[config.mk]
export PLATFORM = sky130hd
export DESIGN_NAME = pwm_timer
export DESIGN_NICKNAME = d
export VERILOG_FILES = /design/src/rtl/pwm_timer_pkg.sv /design/src/rtl/compare_buffer.sv /design/src/rtl/pin_mux.sv /design/src/rtl/pwm_timer.sv
export SDC_FILE = /design/constraint.sdc
export NUM_CORES = 1
export LEC_CHECK = 0
export BUFFER_PORTS_ARGS = -buffer_cell sky130_fd_sc_hd__buf_4
export CAP_MARGIN = 20
export CORE_MARGIN = 8
export CORE_UTILIZATION = 31
export DETAILED_ROUTE_END_ITERATION = 12
export GPL_TIMING_DRIVEN = 0
export SYNTH_ARGS = -nofsm -noshare
export SYNTH_HDL_FRONTEND = slang
export SYNTH_SLANG_ARGS = --single-unit
[constraint.sdc]
create_clock -name sys_clk_i -period 4.8 [get_ports sys_clk_i]
set_input_delay 0.96 -clock sys_clk_i [delete_from_list [all_inputs] [get_ports sys_clk_i]]
set_output_delay 0.96 -clock sys_clk_i [all_outputs]
set_load 0.02 [all_outputs]
[src/rtl/pwm_timer_pkg.sv]
// Shared constants for the eight-bit PWM timer block.
package pwm_timer_pkg;
   localparam int DATA_W = 8;
   localparam int ADDR_W = 8;
   // Counter extremes.
   localparam logic [7:0] CNT_MAX = 8'hff;
   localparam logic [7:0] CNT_BOTTOM = 8'h00;
   // Waveform mode field encodings.
   localparam logic [1:0] MODE_PHASE = 2'h1;
   localparam logic [1:0] MODE_FAST = 2'h3;
   // Compare output mode field encodings.
   localparam logic [1:0] COM_OFF = 2'h0;
   localparam logic [1:0] COM_TOGGLE = 2'h1;
   localparam logic [1:0] COM_CLEAR = 2'h2;
   localparam logic [1:0] COM_SET = 2'h3;
   // Register byte offsets.
   localparam logic [7:0] OFS_CTRL = 8'h00;
   localparam logic [7:0] OFS_COUNT = 8'h04;
   localparam logic [7:0] OFS_COMPARE = 8'h08;
   localparam logic [7:0] OFS_FLAGS = 8'h0c;
   localparam logic [7:0] OFS_PORT = 8'h10;
   // Field positions.
   localparam int CTRL_MODE_LSB = 0;
   localparam int CTRL_COM_LSB = 2;
   localparam int FLAG_OVF_BIT = 0;
   localparam int FLAG_CMF_BIT = 1;
   localparam int PORT_VAL_BIT = 0;
   localparam int PORT_DIR_BIT = 1;
   localparam int PORT_PIN_BIT = 2;
   localparam int PORT_OC_BIT = 3;
   // Reset values.
   localparam logic [7:0] CTRL_RESET = 8'h00;
   localparam logic [7:0] COUNT_RESET = 8'h00;
   localparam logic [7:0] COMPARE_RESET = 8'h00;
endpackage : pwm_timer_pkg

[src/rtl/compare_buffer.sv]
// Double-buffered compare value holder.
`timescale 1ns/1ns
module compare_buffer #(
   parameter int W = 8
) (
   input wire logic sys_clk_i,
   input wire logic rst_i,
   input wire logic ce_i,
   input wire logic wr_i,
   input wire logic [W-1:0] wdata_i,
   input wire logic load_i,
   input wire logic bypass_i,
   output logic [W-1:0] buf_o,
   output logic [W-1:0] act_o
);
   typedef struct packed {
      logic [W-1:0] buf_v;
      logic [W-1:0] act;
   } buf_state_t;

   buf_state_t s_r;
   buf_state_t s_nxt;

   // Unless bypass_i is set, the comparator only sees a new value at the update
   // point, so a write mid-period cannot cut a pulse short.
   always_comb begin
      s_nxt = s_r;
      if (wr_i) begin
         s_nxt.buf_v = wdata_i;
      end
      if (bypass_i && wr_i) begin
         s_nxt.act = wdata_i;
      end else if (load_i) begin
         s_nxt.act = s_r.buf_v;
      end
   end

   always_ff @(posedge sys_clk_i or posedge rst_i) begin
      if (rst_i) begin
         s_r <= '0;
      end else if (ce_i) begin
         s_r <= s_nxt;
      end
   end

   assign buf_o = s_r.buf_v;
   assign act_o = s_r.act;
endmodule : compare_buffer

[src/rtl/pin_mux.sv]
// Port pin driver that lets the compare output take over the pin.
`timescale 1ns/1ns
module pin_mux (
   input wire logic sys_clk_i,
   input wire logic rst_i,
   input wire logic ce_i,
   input wire logic override_i,
   input wire logic oc_i,
   input wire logic port_val_i,
   input wire logic dir_i,
   output logic pin_o,
   output logic pin_oe_o
);
   typedef struct packed {
      logic pin;
      logic oe;
   } pin_state_t;

   pin_state_t s_r;
   pin_state_t s_nxt;

   always_comb begin
      s_nxt.pin = override_i ? oc_i : port_val_i;
      s_nxt.oe = dir_i;
   end

   always_ff @(posedge sys_clk_i or posedge rst_i) begin
      if (rst_i) begin
         s_r <= '0;
      end else if (ce_i) begin
         s_r <= s_nxt;
      end
   end

   assign pin_o = s_r.pin;
   assign pin_oe_o = s_r.oe;
endmodule : pin_mux

[src/rtl/pwm_timer.sv]
// Eight-bit timer with fast and phase correct PWM generation.
//
// The register offsets and strobed register access were left to the implementer.
`timescale 1ns/1ns
module pwm_timer (
   input wire logic sys_clk_i,
   input wire logic rst_i,
   input wire logic ce_i,
   input wire logic timer_tick_enable_i,
   input wire logic [7:0] addr_i,
   input wire logic [7:0] wdata_i,
   input wire logic wr_i,
   input wire logic rd_i,
   output logic [7:0] rdata_o,
   input wire logic pin_i,
   output logic pin_o,
   output logic pin_oe_o,
   output logic compare_output_o,
   output logic overflow_flag_o,
   output logic compare_match_flag_o
);
   typedef struct packed {
      logic [1:0] waveform_mode_field;
      logic [1:0] compare_output_mode_field;
      logic [7:0] counter_value;
      logic dir_down;
      logic block;
      logic overflow_flag;
      logic compare_match_flag;
      logic compare_output;
      logic port_val;
      logic pin_direction_bit;
      logic [7:0] rdata;
   } timer_state_t;

   timer_state_t s_r;
   timer_state_t s_nxt;

   logic fast;
   logic phase;
   logic adv;
   logic match;
   logic up_match;
   logic at_max;
   logic at_bottom;
   logic ctrl_wr;
   logic cnt_wr;
   logic cmp_wr;
   logic flag_wr;
   logic port_wr;
   logic cmp_load;
   logic [7:0] compare_value;
   logic [7:0] compare_value_alias;

   assign fast = (s_r.waveform_mode_field == pwm_timer_pkg::MODE_FAST);
   assign phase = (s_r.waveform_mode_field == pwm_timer_pkg::MODE_PHASE);
   // The tick is only ever an enable on the system clock, never a clock. Other
   // modes leave the counter still.
   assign adv = ce_i && timer_tick_enable_i && (fast || phase);
   assign at_max = (s_r.counter_value == pwm_timer_pkg::CNT_MAX);
   assign at_bottom = (s_r.counter_value == pwm_timer_pkg::CNT_BOTTOM);
   assign match = adv && !s_r.block && (s_r.counter_value == compare_value_alias);
   // Bottom starts an up slope; max itself counts as the down side.
   assign up_match = at_bottom || (!s_r.dir_down && !at_max);

   assign ctrl_wr = wr_i && (addr_i == pwm_timer_pkg::OFS_CTRL);
   assign cnt_wr = wr_i && (addr_i == pwm_timer_pkg::OFS_COUNT);
   assign cmp_wr = wr_i && (addr_i == pwm_timer_pkg::OFS_COMPARE);
   assign flag_wr = wr_i && (addr_i == pwm_timer_pkg::OFS_FLAGS);
   assign port_wr = wr_i && (addr_i == pwm_timer_pkg::OFS_PORT);
   // Both PWM modes reload the comparator where the counter turns at max.
   assign cmp_load = adv && at_max;

   compare_buffer #(
      .W(pwm_timer_pkg::DATA_W)
   ) u_cmp (
      .sys_clk_i(sys_clk_i),
      .rst_i(rst_i),
      .ce_i(ce_i),
      .wr_i(cmp_wr),
      .wdata_i(wdata_i),
      .load_i(cmp_load),
      .bypass_i(!(fast || phase)),
      .buf_o(compare_value),
      .act_o(compare_value_alias)
   );

   pin_mux u_pin (
      .sys_clk_i(sys_clk_i),
      .rst_i(rst_i),
      .ce_i(ce_i),
      .override_i(s_r.compare_output_mode_field != pwm_timer_pkg::COM_OFF),
      .oc_i(s_r.compare_output),
      .port_val_i(s_r.port_val),
      .dir_i(s_r.pin_direction_bit),
      .pin_o(pin_o),
      .pin_oe_o(pin_oe_o)
   );

   always_comb begin
      s_nxt = s_r;
      s_nxt.rdata = 8'h00;
      if (fast && adv) begin
         s_nxt.counter_value = at_max ? pwm_timer_pkg::CNT_BOTTOM : s_r.counter_value + 8'h01;
         if (match) begin
            case (s_r.compare_output_mode_field)
               pwm_timer_pkg::COM_TOGGLE: s_nxt.compare_output = !s_r.compare_output;
               pwm_timer_pkg::COM_CLEAR: s_nxt.compare_output = 1'b0;
               pwm_timer_pkg::COM_SET: s_nxt.compare_output = 1'b1;
               default: s_nxt.compare_output = s_r.compare_output;
            endcase
         end
         // The wrap action wins over a match at max, so a compare of max
         // gives a steady level and a compare of bottom a one-tick spike.
         if (at_max) begin
            if (s_r.compare_output_mode_field == pwm_timer_pkg::COM_CLEAR) begin
               s_nxt.compare_output = 1'b1;
            end else if (s_r.compare_output_mode_field == pwm_timer_pkg::COM_SET) begin
               s_nxt.compare_output = 1'b0;
            end
         end
      end else if (phase && adv) begin
         if (at_max) begin
            s_nxt.counter_value = pwm_timer_pkg::CNT_MAX - 8'h01;
            s_nxt.dir_down = 1'b1;
         end else if (at_bottom) begin
            s_nxt.counter_value = pwm_timer_pkg::CNT_BOTTOM + 8'h01;
            s_nxt.dir_down = 1'b0;
         end else if (s_r.dir_down) begin
            s_nxt.counter_value = s_r.counter_value - 8'h01;
         end else begin
            s_nxt.counter_value = s_r.counter_value + 8'h01;
         end
         if (match) begin
            case (s_r.compare_output_mode_field)
               pwm_timer_pkg::COM_CLEAR: s_nxt.compare_output = !up_match;
               pwm_timer_pkg::COM_SET: s_nxt.compare_output = up_match;
               default: s_nxt.compare_output = s_r.compare_output;
            endcase
         end
         // Without this, a compare that left max or a start above the compare
         // value would lose symmetry around bottom.
         if (at_max && (compare_value_alias != pwm_timer_pkg::CNT_MAX)) begin
            if (s_r.compare_output_mode_field == pwm_timer_pkg::COM_CLEAR) begin
               s_nxt.compare_output = 1'b0;
            end else if (s_r.compare_output_mode_field == pwm_timer_pkg::COM_SET) begin
               s_nxt.compare_output = 1'b1;
            end
         end
      end
      // A tick ends the blocking window, whether or not the counter runs.
      if (ce_i && timer_tick_enable_i) begin
         s_nxt.block = 1'b0;
      end
      if (ctrl_wr) begin
         s_nxt.waveform_mode_field = wdata_i[pwm_timer_pkg::CTRL_MODE_LSB +: 2];
         s_nxt.compare_output_mode_field = wdata_i[pwm_timer_pkg::CTRL_COM_LSB +: 2];
      end
      if (cnt_wr) begin
         s_nxt.counter_value = wdata_i;
         s_nxt.block = 1'b1;
      end
      if (port_wr) begin
         s_nxt.port_val = wdata_i[pwm_timer_pkg::PORT_VAL_BIT];
         s_nxt.pin_direction_bit = wdata_i[pwm_timer_pkg::PORT_DIR_BIT];
      end
      // Flags clear on a one written; a set in the same cycle wins.
      s_nxt.overflow_flag = (s_r.overflow_flag && !(flag_wr && wdata_i[pwm_timer_pkg::FLAG_OVF_BIT]))
         || (adv && fast && at_max)
         || (adv && phase && at_bottom);
      s_nxt.compare_match_flag = (s_r.compare_match_flag && !(flag_wr && wdata_i[pwm_timer_pkg::FLAG_CMF_BIT]))
         || match;
      if (rd_i) begin
         if (addr_i == pwm_timer_pkg::OFS_CTRL) begin
            s_nxt.rdata = {4'h0, s_r.compare_output_mode_field, s_r.waveform_mode_field};
         end else if (addr_i == pwm_timer_pkg::OFS_COUNT) begin
            s_nxt.rdata = s_r.counter_value;
         end else if (addr_i == pwm_timer_pkg::OFS_COMPARE) begin
            s_nxt.rdata = compare_value;
         end else if (addr_i == pwm_timer_pkg::OFS_FLAGS) begin
            s_nxt.rdata = {6'h00, s_r.compare_match_flag, s_r.overflow_flag};
         end else if (addr_i == pwm_timer_pkg::OFS_PORT) begin
            s_nxt.rdata = {4'h0, s_r.compare_output, pin_i, s_r.pin_direction_bit, s_r.port_val};
         end else begin
            s_nxt.rdata = 8'h00;
         end
      end
   end

   always_ff @(posedge sys_clk_i or posedge rst_i) begin
      if (rst_i) begin
         s_r <= '0;
         s_r.waveform_mode_field <= pwm_timer_pkg::CTRL_RESET[1:0];
         s_r.counter_value <= pwm_timer_pkg::COUNT_RESET;
      end else if (ce_i) begin
         s_r <= s_nxt;
      end
   end

   assign rdata_o = s_r.rdata;
   assign compare_output_o = s_r.compare_output;
   assign overflow_flag_o = s_r.overflow_flag;
   assign compare_match_flag_o = s_r.compare_match_flag;
endmodule : pwm_timer

Word-level counts from Yosys, hierarchy flattened --
Index checks and enable logic that the tools add are counted.
Cells by class: eq/ne operators 12, $add $sub $neg 2, multiplexer cells 31, $lt $le $gt $ge 0, shift-type cells 0, $mul 0, divide/modulo/power cells 0, reductions and logical operators 50, bitwise logic cells 1
Operator list (number):
- $mux 8 | 11
- $logic_and 1x1->1 | 21
- $mux 9 | 2
- $eq 8x4->1 const B | 2
- $logic_not 8->1 | 2
- $mux 1 | 14
- $reduce_and 2->1 | 7
- $reduce_bool 2->1 | 5
- $add 8x1->8 const B | 1
- $eq 8x3->1 const B | 1
- $eq 8x5->1 const B | 1
- $eq 8x8->1 | 1
- $eq 8x8->1 const B | 1
- $logic_not 1->1 | 8
- $mux 4 | 2
- $ne 8x8->1 const B | 1
- $sub 8x1->8 const B | 1
- $eq 2x2->1 const B | 3
- $logic_or 1x1->1 | 5
- $eq 2x1->1 const B | 2
- $reduce_and 4->1 | 1
- $pmux 1 s3 | 1
- $reduce_bool 3->1 | 1
- $pmux 1 s2 | 1
- $not 1->1 | 1
Word-level totals: input bits 23, register bits 45, memory bits (read-only) 0, output and inout port bits 13, RAM bits 0, memories kept 0, logic and storage cells 111, bits in latches 0

Depth between registers and ports, before layout --
Gate-level depths: netlist of the first run.
depth in word-level cells 12, gate-level depth with buffers 9, mapped depth without buffers 8

By module --
Synthesis of the first run repeated with hierarchy kept, for this count alone.
Unflattened totals: cell total of the unflattened synthesis 327, area total of the unflattened synthesis 3002.9 um^2
By module, submodules not included:
- pwm_timer | times used 1, seq. area each 675.6 um^2, area each 2229.6 um^2, cells each 272
- compare_buffer | times used 1, seq. area each 400.4 um^2, area each 685.7 um^2, cells each 48
- pin_mux | times used 1, seq. area each 50.0 um^2, area each 87.6 um^2, cells each 7

Least setup slack after synthesis of the first run --
No wires, ideal clock.
path type in2reg, start input addr_i[7], end register s_r[23] (netlist name), stages 6, slack 2.361 ns, arrival 2.314 ns, setup time 0.125 ns, path buffers 1, data required time 4.675 ns, cells stage by stage nor4_4 -> nand2_2 -> or3_4 -> or2_1 -> buf_6 -> mux2_4
Between the ends: cells in the longest elaborated chain, start to end 3
Ends and longest elaborated chain:
- start, declared | line pwm_timer.sv:10 | input wire logic [7:0] addr_i,
- $logic_not 8->1 | line pwm_timer.sv:66 | assign ctrl_wr = wr_i && (addr_i == pwm_timer_pkg::OFS_CTRL);
- $logic_and 1x1->1 | line pwm_timer.sv:66
- $reduce_and 2->1 (no source line)
- end signal, assigned | line pwm_timer.sv:196 | s_r <= s_nxt;
- end, declared | line pwm_timer.sv:36 | timer_state_t s_r;
Every way passes these cells. A chain may end at the register's enable or synchronous reset.

Worst setup path in the final report of the first run --
start input ce_i, end register s_r[19] (netlist name)
Between the ends: cells in the longest elaborated chain, start to end 5, elaborated cells on any way between the ends 8, classes of those cells mux (2); reduce/logical (6)
Ends and longest elaborated chain:
- start, declared | line pwm_timer.sv:8 | input wire logic ce_i,
- $logic_and 1x1->1 (2 in a row) | line pwm_timer.sv:59 | assign adv = ce_i && timer_tick_enable_i && (fast || phase);
- $logic_and 1x1->1, on equally long branches | line pwm_timer.sv:103, pwm_timer.sv:122
- $reduce_bool 3->1 (no source line) or $mux 8 (tied branches)
- $reduce_and 2->1 (no source line) or $mux 8 (tied branches)
Parallel ways exist; a longest one is shown, timed or not.

==> summary.txt, run 1 <==
Setup tns final = 0 ps
CP top delay family = buffers and inverters
Syn_nets = 362
Leak = 1.51 nW
WS Path Type = in2reg
CP max stage cell = clkbuf_1
Hold endpoint = u_pin.pin_oe_o$_DFFE_PP0P_
Largest family of logic cells by synthesized area = simple AND/OR/NAND/NOR gates
ANT nets after route = 0
Synth Area per Inst = 8.83 um^2
Post-synthesis adder-cell area fraction = 1.27%
Cells on Worst Hold Path = 1
Synth Area in Compound Gates = 19.1%
Initial DRC Count = 147
Vias in the first global route = 2691
Antenna Cells = 0
Crit Path Max Fanout = 10
DR vias/cell = 5.35
Worst Hold Class = reg2reg
Status = complete, no violations
Synthesis-stage register bit count = 45
Hold Buf Count CTS = 0
Slew margin rel. = 50.8%
# port buffers = 34
Sink Count = 45
Largest cells by area after synthesis = dfrtp_1 (38%), o21ai_0 (4.7%), mux2_2 (4.6%), mux2i_1 (4.1%), nand2_1 (3.9%)
Die height = 114 um
Routability cong. = 0.920
Total grt overflow = 0
Yosys warnings = 0
Max Clk Rate = 392 MHz
Maximum vdd drop = 0.000134 V
Synth async-reset ratio = 100%
CP cell instances = buf_2, nand3_1, clkbuf_1, o21a_1, clkbuf_1, nor2_1, nor4b_1, nor3_1
Most frequent cells in the layout = buf_4 (45), dfrtp_1 (45), nand2_1 (31)
Pwr dens = 248 nW/um^2
Tcrit/Tclk final = 53.2%
Worst r2r dst = compare_output_o$_DFFE_PP0P_
Worst r2r src = s_r[20]$_DFFE_PP0P_
Hold path start = u_pin.pin_oe_o$_DFFE_PP0P_
Clock latency on the worst-skew pair = 310 ps
Synth Area in Simple Gates = 20.3%
Resized Gates After CTS = 0
Initial antenna violation count = 0
Dominant cell type by area after synthesis = dfrtp_1
CP dominant cell by count = clkbuf_1
Nets@finish = 404
WP buf/inv = 3
R2R cell count = 7
CTS H-tree lvls = 2
Core box area = 9280 um^2
Routed len/inst = 17.4 um
Detail Placement HPWL = 6800 um
Crit path arrival time = 2770 ps
Final Max Tran Viols = 0
Leading register cell type out of synthesis = dfrtp_1
TritonRoute pass-1 iters = 4
Post-Synth XOR/XNOR Area = 3.84%
Global-route usage over all layers = 14.1%
Worst Max-Slew Pin Slew = 731 ps
CP endpoint kind = flip-flop
Row Count = 35
First-pass GRT wire length = 14600 um
Library cells used by synthesis = 58
CTS buffer count = 5
Reg2Reg Setup Slack = 2420 ps
Slowest stage delay, CP = 410 ps
Area Overhead vs Synth = 18.8%
Clock slew at reported path FFs = 100 ps
Die area = 13000 um^2
RSZ-0062 raised after global routing = no
Startpoint Class = input pin
CTS tree = yes
Post-synthesis mux area share = 9.62%
Share of layout cells above drive strength 1 = 22.2%
Vias = 2716
Synthesized area = 2970 um^2
I/O pin total = 36
Syn Inst Count = 336
Hold WS = 514 ps
Critical path required time = 5010 ps
Yosys top cell area share = 38.0%
Clk_skew = 12.9 ps
Clock buffer depth = 2
Post-synth EDFFs = 0
Post-CTS setup repair buffer count = 0
Die span in x = 114 um
DRC = 0
Initial Util = 31.9%
Largest net degree at the start of global routing = 34
Max_cap viols = 0
Final min period = 2550 ps
DRT Wirelength = 8860 um
Root buf cell = clkbuf_8
Sequential fraction of the synthesis area = 38.0%
Hold Fails Final Rpt = 0
Final setup vio count = 0
==> sequential cells by signal, summed over array words and instances (netlist names) <==
name and cells:
u_cmp.buf_o 8, u_pin.pin_o 1, compare_match_flag_o 1, u_cmp.act_o 8, compare_output_o 1, rdata_o 8
u_pin.pin_oe_o 1, overflow_flag_o 1, s_r 16
==> cells in the mapped netlist, drive strengths merged (3+ instances only) <==
cell type / count
a21oi: 11
a221oi: 3
a22o: 5
a31oi: 5
and2: 3
buf: 18
clkbuf: 10
dfrtp: 45
ha: 3
inv: 19
mux2: 14
mux2i: 12
nand2: 32
nand3: 13
nand4: 6
nand4b: 4
nor2: 26
nor2b: 3
nor3: 11
nor4: 3
o2111ai: 4
o21ai: 31
o22ai: 9
or3: 4
xnor2: 7
xor2: 6
==> per-stage QoR <==
step,std cells,total power (W),util (%),setup WS (ps),instance area [um^2]
finish,508,0.000873,37.9,2250,3520
global route,508,0.000910,37.9,2110,3520
CTS,508,0.000878,37.9,2310,3520
detailed placement,500,0.000565,36.6,1950,3400
global placement,499,0.000562,36.4,2000,3380
floorplan,336,0.000507,-,2360,2970
==> how the worst max path moves through the flow <==
stage | start | to | slack, ps | depth (start not counted)
global placement | ce_i | s_r[19]$_DFFE_PP0P_ | 2000 | 8
CTS | ce_i | s_r[19]$_DFFE_PP0P_ | 2310 | 8
global route | ce_i | s_r[19]$_DFFE_PP0P_ | 2110 | 8
finish | ce_i | s_r[19]$_DFFE_PP0P_ | 2250 | 8
floorplan | addr_i[7] | s_r[23]$_DFFE_PP0P_ | 2360 | 6
detailed placement | ce_i | s_r[19]$_DFFE_PP0P_ | 1950 | 8
==> area by class of cell <==
type	instances	area (um^2)
Timing Repair Buffer	35	275
Buffer	28	161
Multi-Input combinational cell	244	1610
Tap cell	129	161
Clock inverter	2	37.5
Clock buffer	6	82.6
Sequential cell	45	1130
Inverter	19	71.3
Fill cell	983	5760
==> cell families (layout without fill, tap and decap cells) <==
| kind of cell | after synthesis | count (layout) |
|---|---|---|
| and+or+nand+nor | 115 | 115 |
| AOI/OAI and AO/OA | 87 | 87 |
| DFF | 45 | 45 |
| buffers and inverters | 47 | 90 |
| muxes | 26 | 26 |
| xor gates and xnor gates | 13 | 13 |
| adders and majority gates | 3 | 3 |
==> per-layer routing <==
| layer | GRT usage (%) | up-vias | share of wire (%) |
|---|---|---|---|
| li1 | - | 1290 | - |
| met3 | 2.17 | 15 | 4.7 |
| met2 | 22.4 | 91 | 46 |
| met1 | 18.5 | 1320 | 46 |
| met4 | 6.12 | 0 | 3.1 |
| met5 | 0 | - | 0 |
==> report_power, final <==
| group | leakage [nW] | internal (W) | total (W) | switching, W |
|---|---|---|---|---|
| clock network | 0.0574 | 0.000170 | 0.000312 | 0.000142 |
| logic | 0.844 | 0.0000597 | 0.000157 | 0.0000969 |
| registers | 0.610 | 0.000392 | 0.000404 | 0.0000128 |
==> worst reg2reg max path, delay by kind of cell (launching register included) <==
kind	cells	cell delay, ps
DFF	1	370
buffers and inverters	1	180
AOI/OAI and AO/OA	3	440
and+or+nand+nor	2	1070
xor gates and xnor gates	1	180
Power figures use the tool's default switching activity.
==> inputs of run 2 (changes only) <==
clock period = 2.1 ns   (was 4.8 ns; I/O delays follow)
==> run 2 against run 1 <==
  * First-iteration DRC count decreased by 14%
  * Register-to-register slack got worse by 2400 ps
  * Clock power increased by 130%
  * Critical path depth decreased by 1
  * Utilization increased by 0.98 points
  * Wire length increased by 1.0%
  * Sequential power increased by 130%
  * Clock-buffer cell count unchanged
  * Largest cell class unchanged
==> summary.txt, run 2 (same netlist as run 1, synthesis figures left out) <==
Max Clk Rate = 489 MHz
I/O pin total = 36 (unchanged)
R2R cell count = 7 (unchanged)
Antenna Cells = 0 (unchanged)
Most frequent cells in the layout = buf_4 (48), dfrtp_1 (43), nand2_1 (31) (was buf_4 (45), dfrtp_1 (45), nand2_1 (31))
CTS buffer count = 5 (unchanged)
Setup tns final = 0 ps (unchanged)
Global-route usage over all layers = 14.1% (about the same)
Initial Util = 31.9% (unchanged)
Vias = 2824 (was 2716)
CTS tree = yes (unchanged)
Largest net degree at the start of global routing = 34 (unchanged)
Pwr dens = 563 nW/um^2 (was 248 nW/um^2)
Sink Count = 45 (unchanged)
Hold Fails Final Rpt = 0 (unchanged)
Leak = 1.54 nW (was 1.51 nW)
CTS H-tree lvls = 2 (unchanged)
Worst r2r src = s_r[20]$_DFFE_PP0P_ (unchanged)
Startpoint Class = flip-flop (was input pin)
# port buffers = 34 (unchanged)
Finished Cell Area = 3610 um^2 (was 3520 um^2)
Routed len/inst = 17.6 um (was 17.4 um)
DRT Wirelength = 8950 um (was 8860 um)
Tcrit/Tclk final = 97.4%
CP endpoint kind = flip-flop (unchanged)
Initial antenna violation count = 0 (unchanged)
Initial DRC Count = 126 (was 147)
Pre-CTS setup slack = -207 ps (was 1950 ps)
Crit Path Max Fanout = 9 (was 10)
Final setup vio count = 0 (unchanged)
Final min period = 2050 ps
Reg2Reg Setup Slack = 50 ps (was 2420 ps)
Slew margin rel. = 54.8% (was 50.8%)
Die area = 13000 um^2 (unchanged)
Worst Max-Slew Pin Slew = 674 ps (was 731 ps)
Post-DP Area = 3400 um^2 (unchanged)
Maximum vdd drop = 0.000307 V (was 0.000134 V)
Overall power = 0.00203 W (was 0.000873 W)
Post-layout util = 38.9% (was 37.9%)
TritonRoute pass-1 iters = 5 (was 4)
Core box area = 9280 um^2 (unchanged)
DRC = 0 (unchanged)
Crit path arrival time = 2220 ps (was 2770 ps)
Clock latency on the worst-skew pair = 320 ps (was 310 ps)
RSZ-0062 raised after global routing = yes (was no)
Status = complete, no violations (unchanged)
Total grt overflow = 0 (unchanged)
Max reg flops = 16 (unchanged)
Worst Hold Class = in2async (was reg2reg)
WS Path Type = reg2reg (was in2reg)
Detail Placement HPWL = 6800 um (unchanged)
Area Overhead vs Synth = 21.9% (was 18.8%)
DR vias/cell = 5.55 (was 5.35)
Root buf cell = clkbuf_8 (unchanged)
Final Max Tran Viols = 0 (unchanged)
ANT nets after route = 0 (unchanged)
Vias in the first global route = 2717 (was 2691)
Filler cells = 977 (was 983)
Nets@finish = 405 (was 404)
Routability cong. = 0.920 (unchanged)
Max_cap viols = 0 (unchanged)
Most common cell after layout, fill and taps aside = buf_4
First-pass GRT wire length = 14600 um (about the same)
Die height = 114 um (unchanged)
Biggest register = s_r (unchanged)
Clock slew at reported path FFs = 110 ps (was 100 ps)
Worst r2r dst = compare_output_o$_DFFE_PP0P_ (unchanged)
Clk_skew = 18.6 ps (was 12.9 ps)
Clock buffer depth = 2 (unchanged)
Share of layout cells above drive strength 1 = 27.1% (was 22.2%)
Worst setup margin = 53.9 ps (was 2250 ps)
Critical path required time = 2270 ps (was 5010 ps)
Die span in x = 114 um (unchanged)
Row Count = 35 (unchanged)
==> run 2: critical path, cell delays in order (launching register included) <==
cell and delay (ps):
dfrtp_1 370, buf_2 180, xor2_1 200, nor4_4 390, and4_4 330, a2111oi_0 100
a31oi_1 190, o2111ai_1 140
==> run 2: worst max path at each step <==
stage | slack, ps | startpoint | endpoint
2_1_floorplan | 200 | addr_i[7] | s_r[23]$_DFFE_PP0P_
4_1_cts | 20 | s_r[15]$_DFFE_PP0P_ | s_r[17]$_DFFE_PP0P_
3_3_place_gp | -200 | s_r[20]$_DFFE_PP0P_ | compare_output_o$_DFFE_PP0P_
3_5_place_dp | -210 | ce_i | s_r[19]$_DFFE_PP0P_
6_report | 50 | s_r[20]$_DFFE_PP0P_ | compare_output_o$_DFFE_PP0P_
5_1_grt | -5 | s_r[16]$_DFFE_PP0P_ | s_r[21]$_DFFE_PP0P_
==> run 2: report_power, final <==
group	internal, W	switching [W]
Sequential	0.000897	0.0000309
Combinational	0.000150	0.000231
Clock	0.000388	0.000337
Total	0.00143	0.000599
==> run 2: repair_timing <==
| item | 4_1_cts | 5_1_grt |
|---|---|---|
| setup endpoints to repair | 14 | 9 |
| pin swaps | 1 | 1 |
| endpoints found under the hold margin | 0 | 0 |
| cloned | 0 | 0 |
| resized for setup | 11 | 11 |
| buffers inserted | 0 | 3 |
| hold buffers | 0 | 0 |
==> run 2: per-layer routing <==
layer,GRT usage [%],vias up,routed length (um)
li1,-,1295,-
met1,18.6,1391,4000
met2,22.3,116,4140
met3,2.06,22,482
met4,6.48,0,319
met5,0,-,0
==> run 2: stage by stage <==
stage | hold WS, ps | instances
5_1_grt | 80.2 | 509
3_5_place_dp | 398 | 500
6_report | 67.1 | 509
2_1_floorplan | 473 | 336
4_1_cts | 71.9 | 506
3_3_place_gp | 493 | 499
==> run 2: layout make-up <==
| cell class | instances | area, um^2 | share of cell area, % |
|---|---|---|---|
| multi-input combinational | 244 | 1680 | 46.5 |
| sequential | 45 | 1130 | 31.2 |
| timing repair buffer | 38 | 298 | 8.24 |
| tap | 129 | 161 | 4.47 |
| buffer | 26 | 154 | 4.26 |
| clock buffer | 6 | 82.6 | 2.29 |
| inverter | 19 | 71.3 | 1.97 |
| clock inverter | 2 | 37.5 | 1.04 |
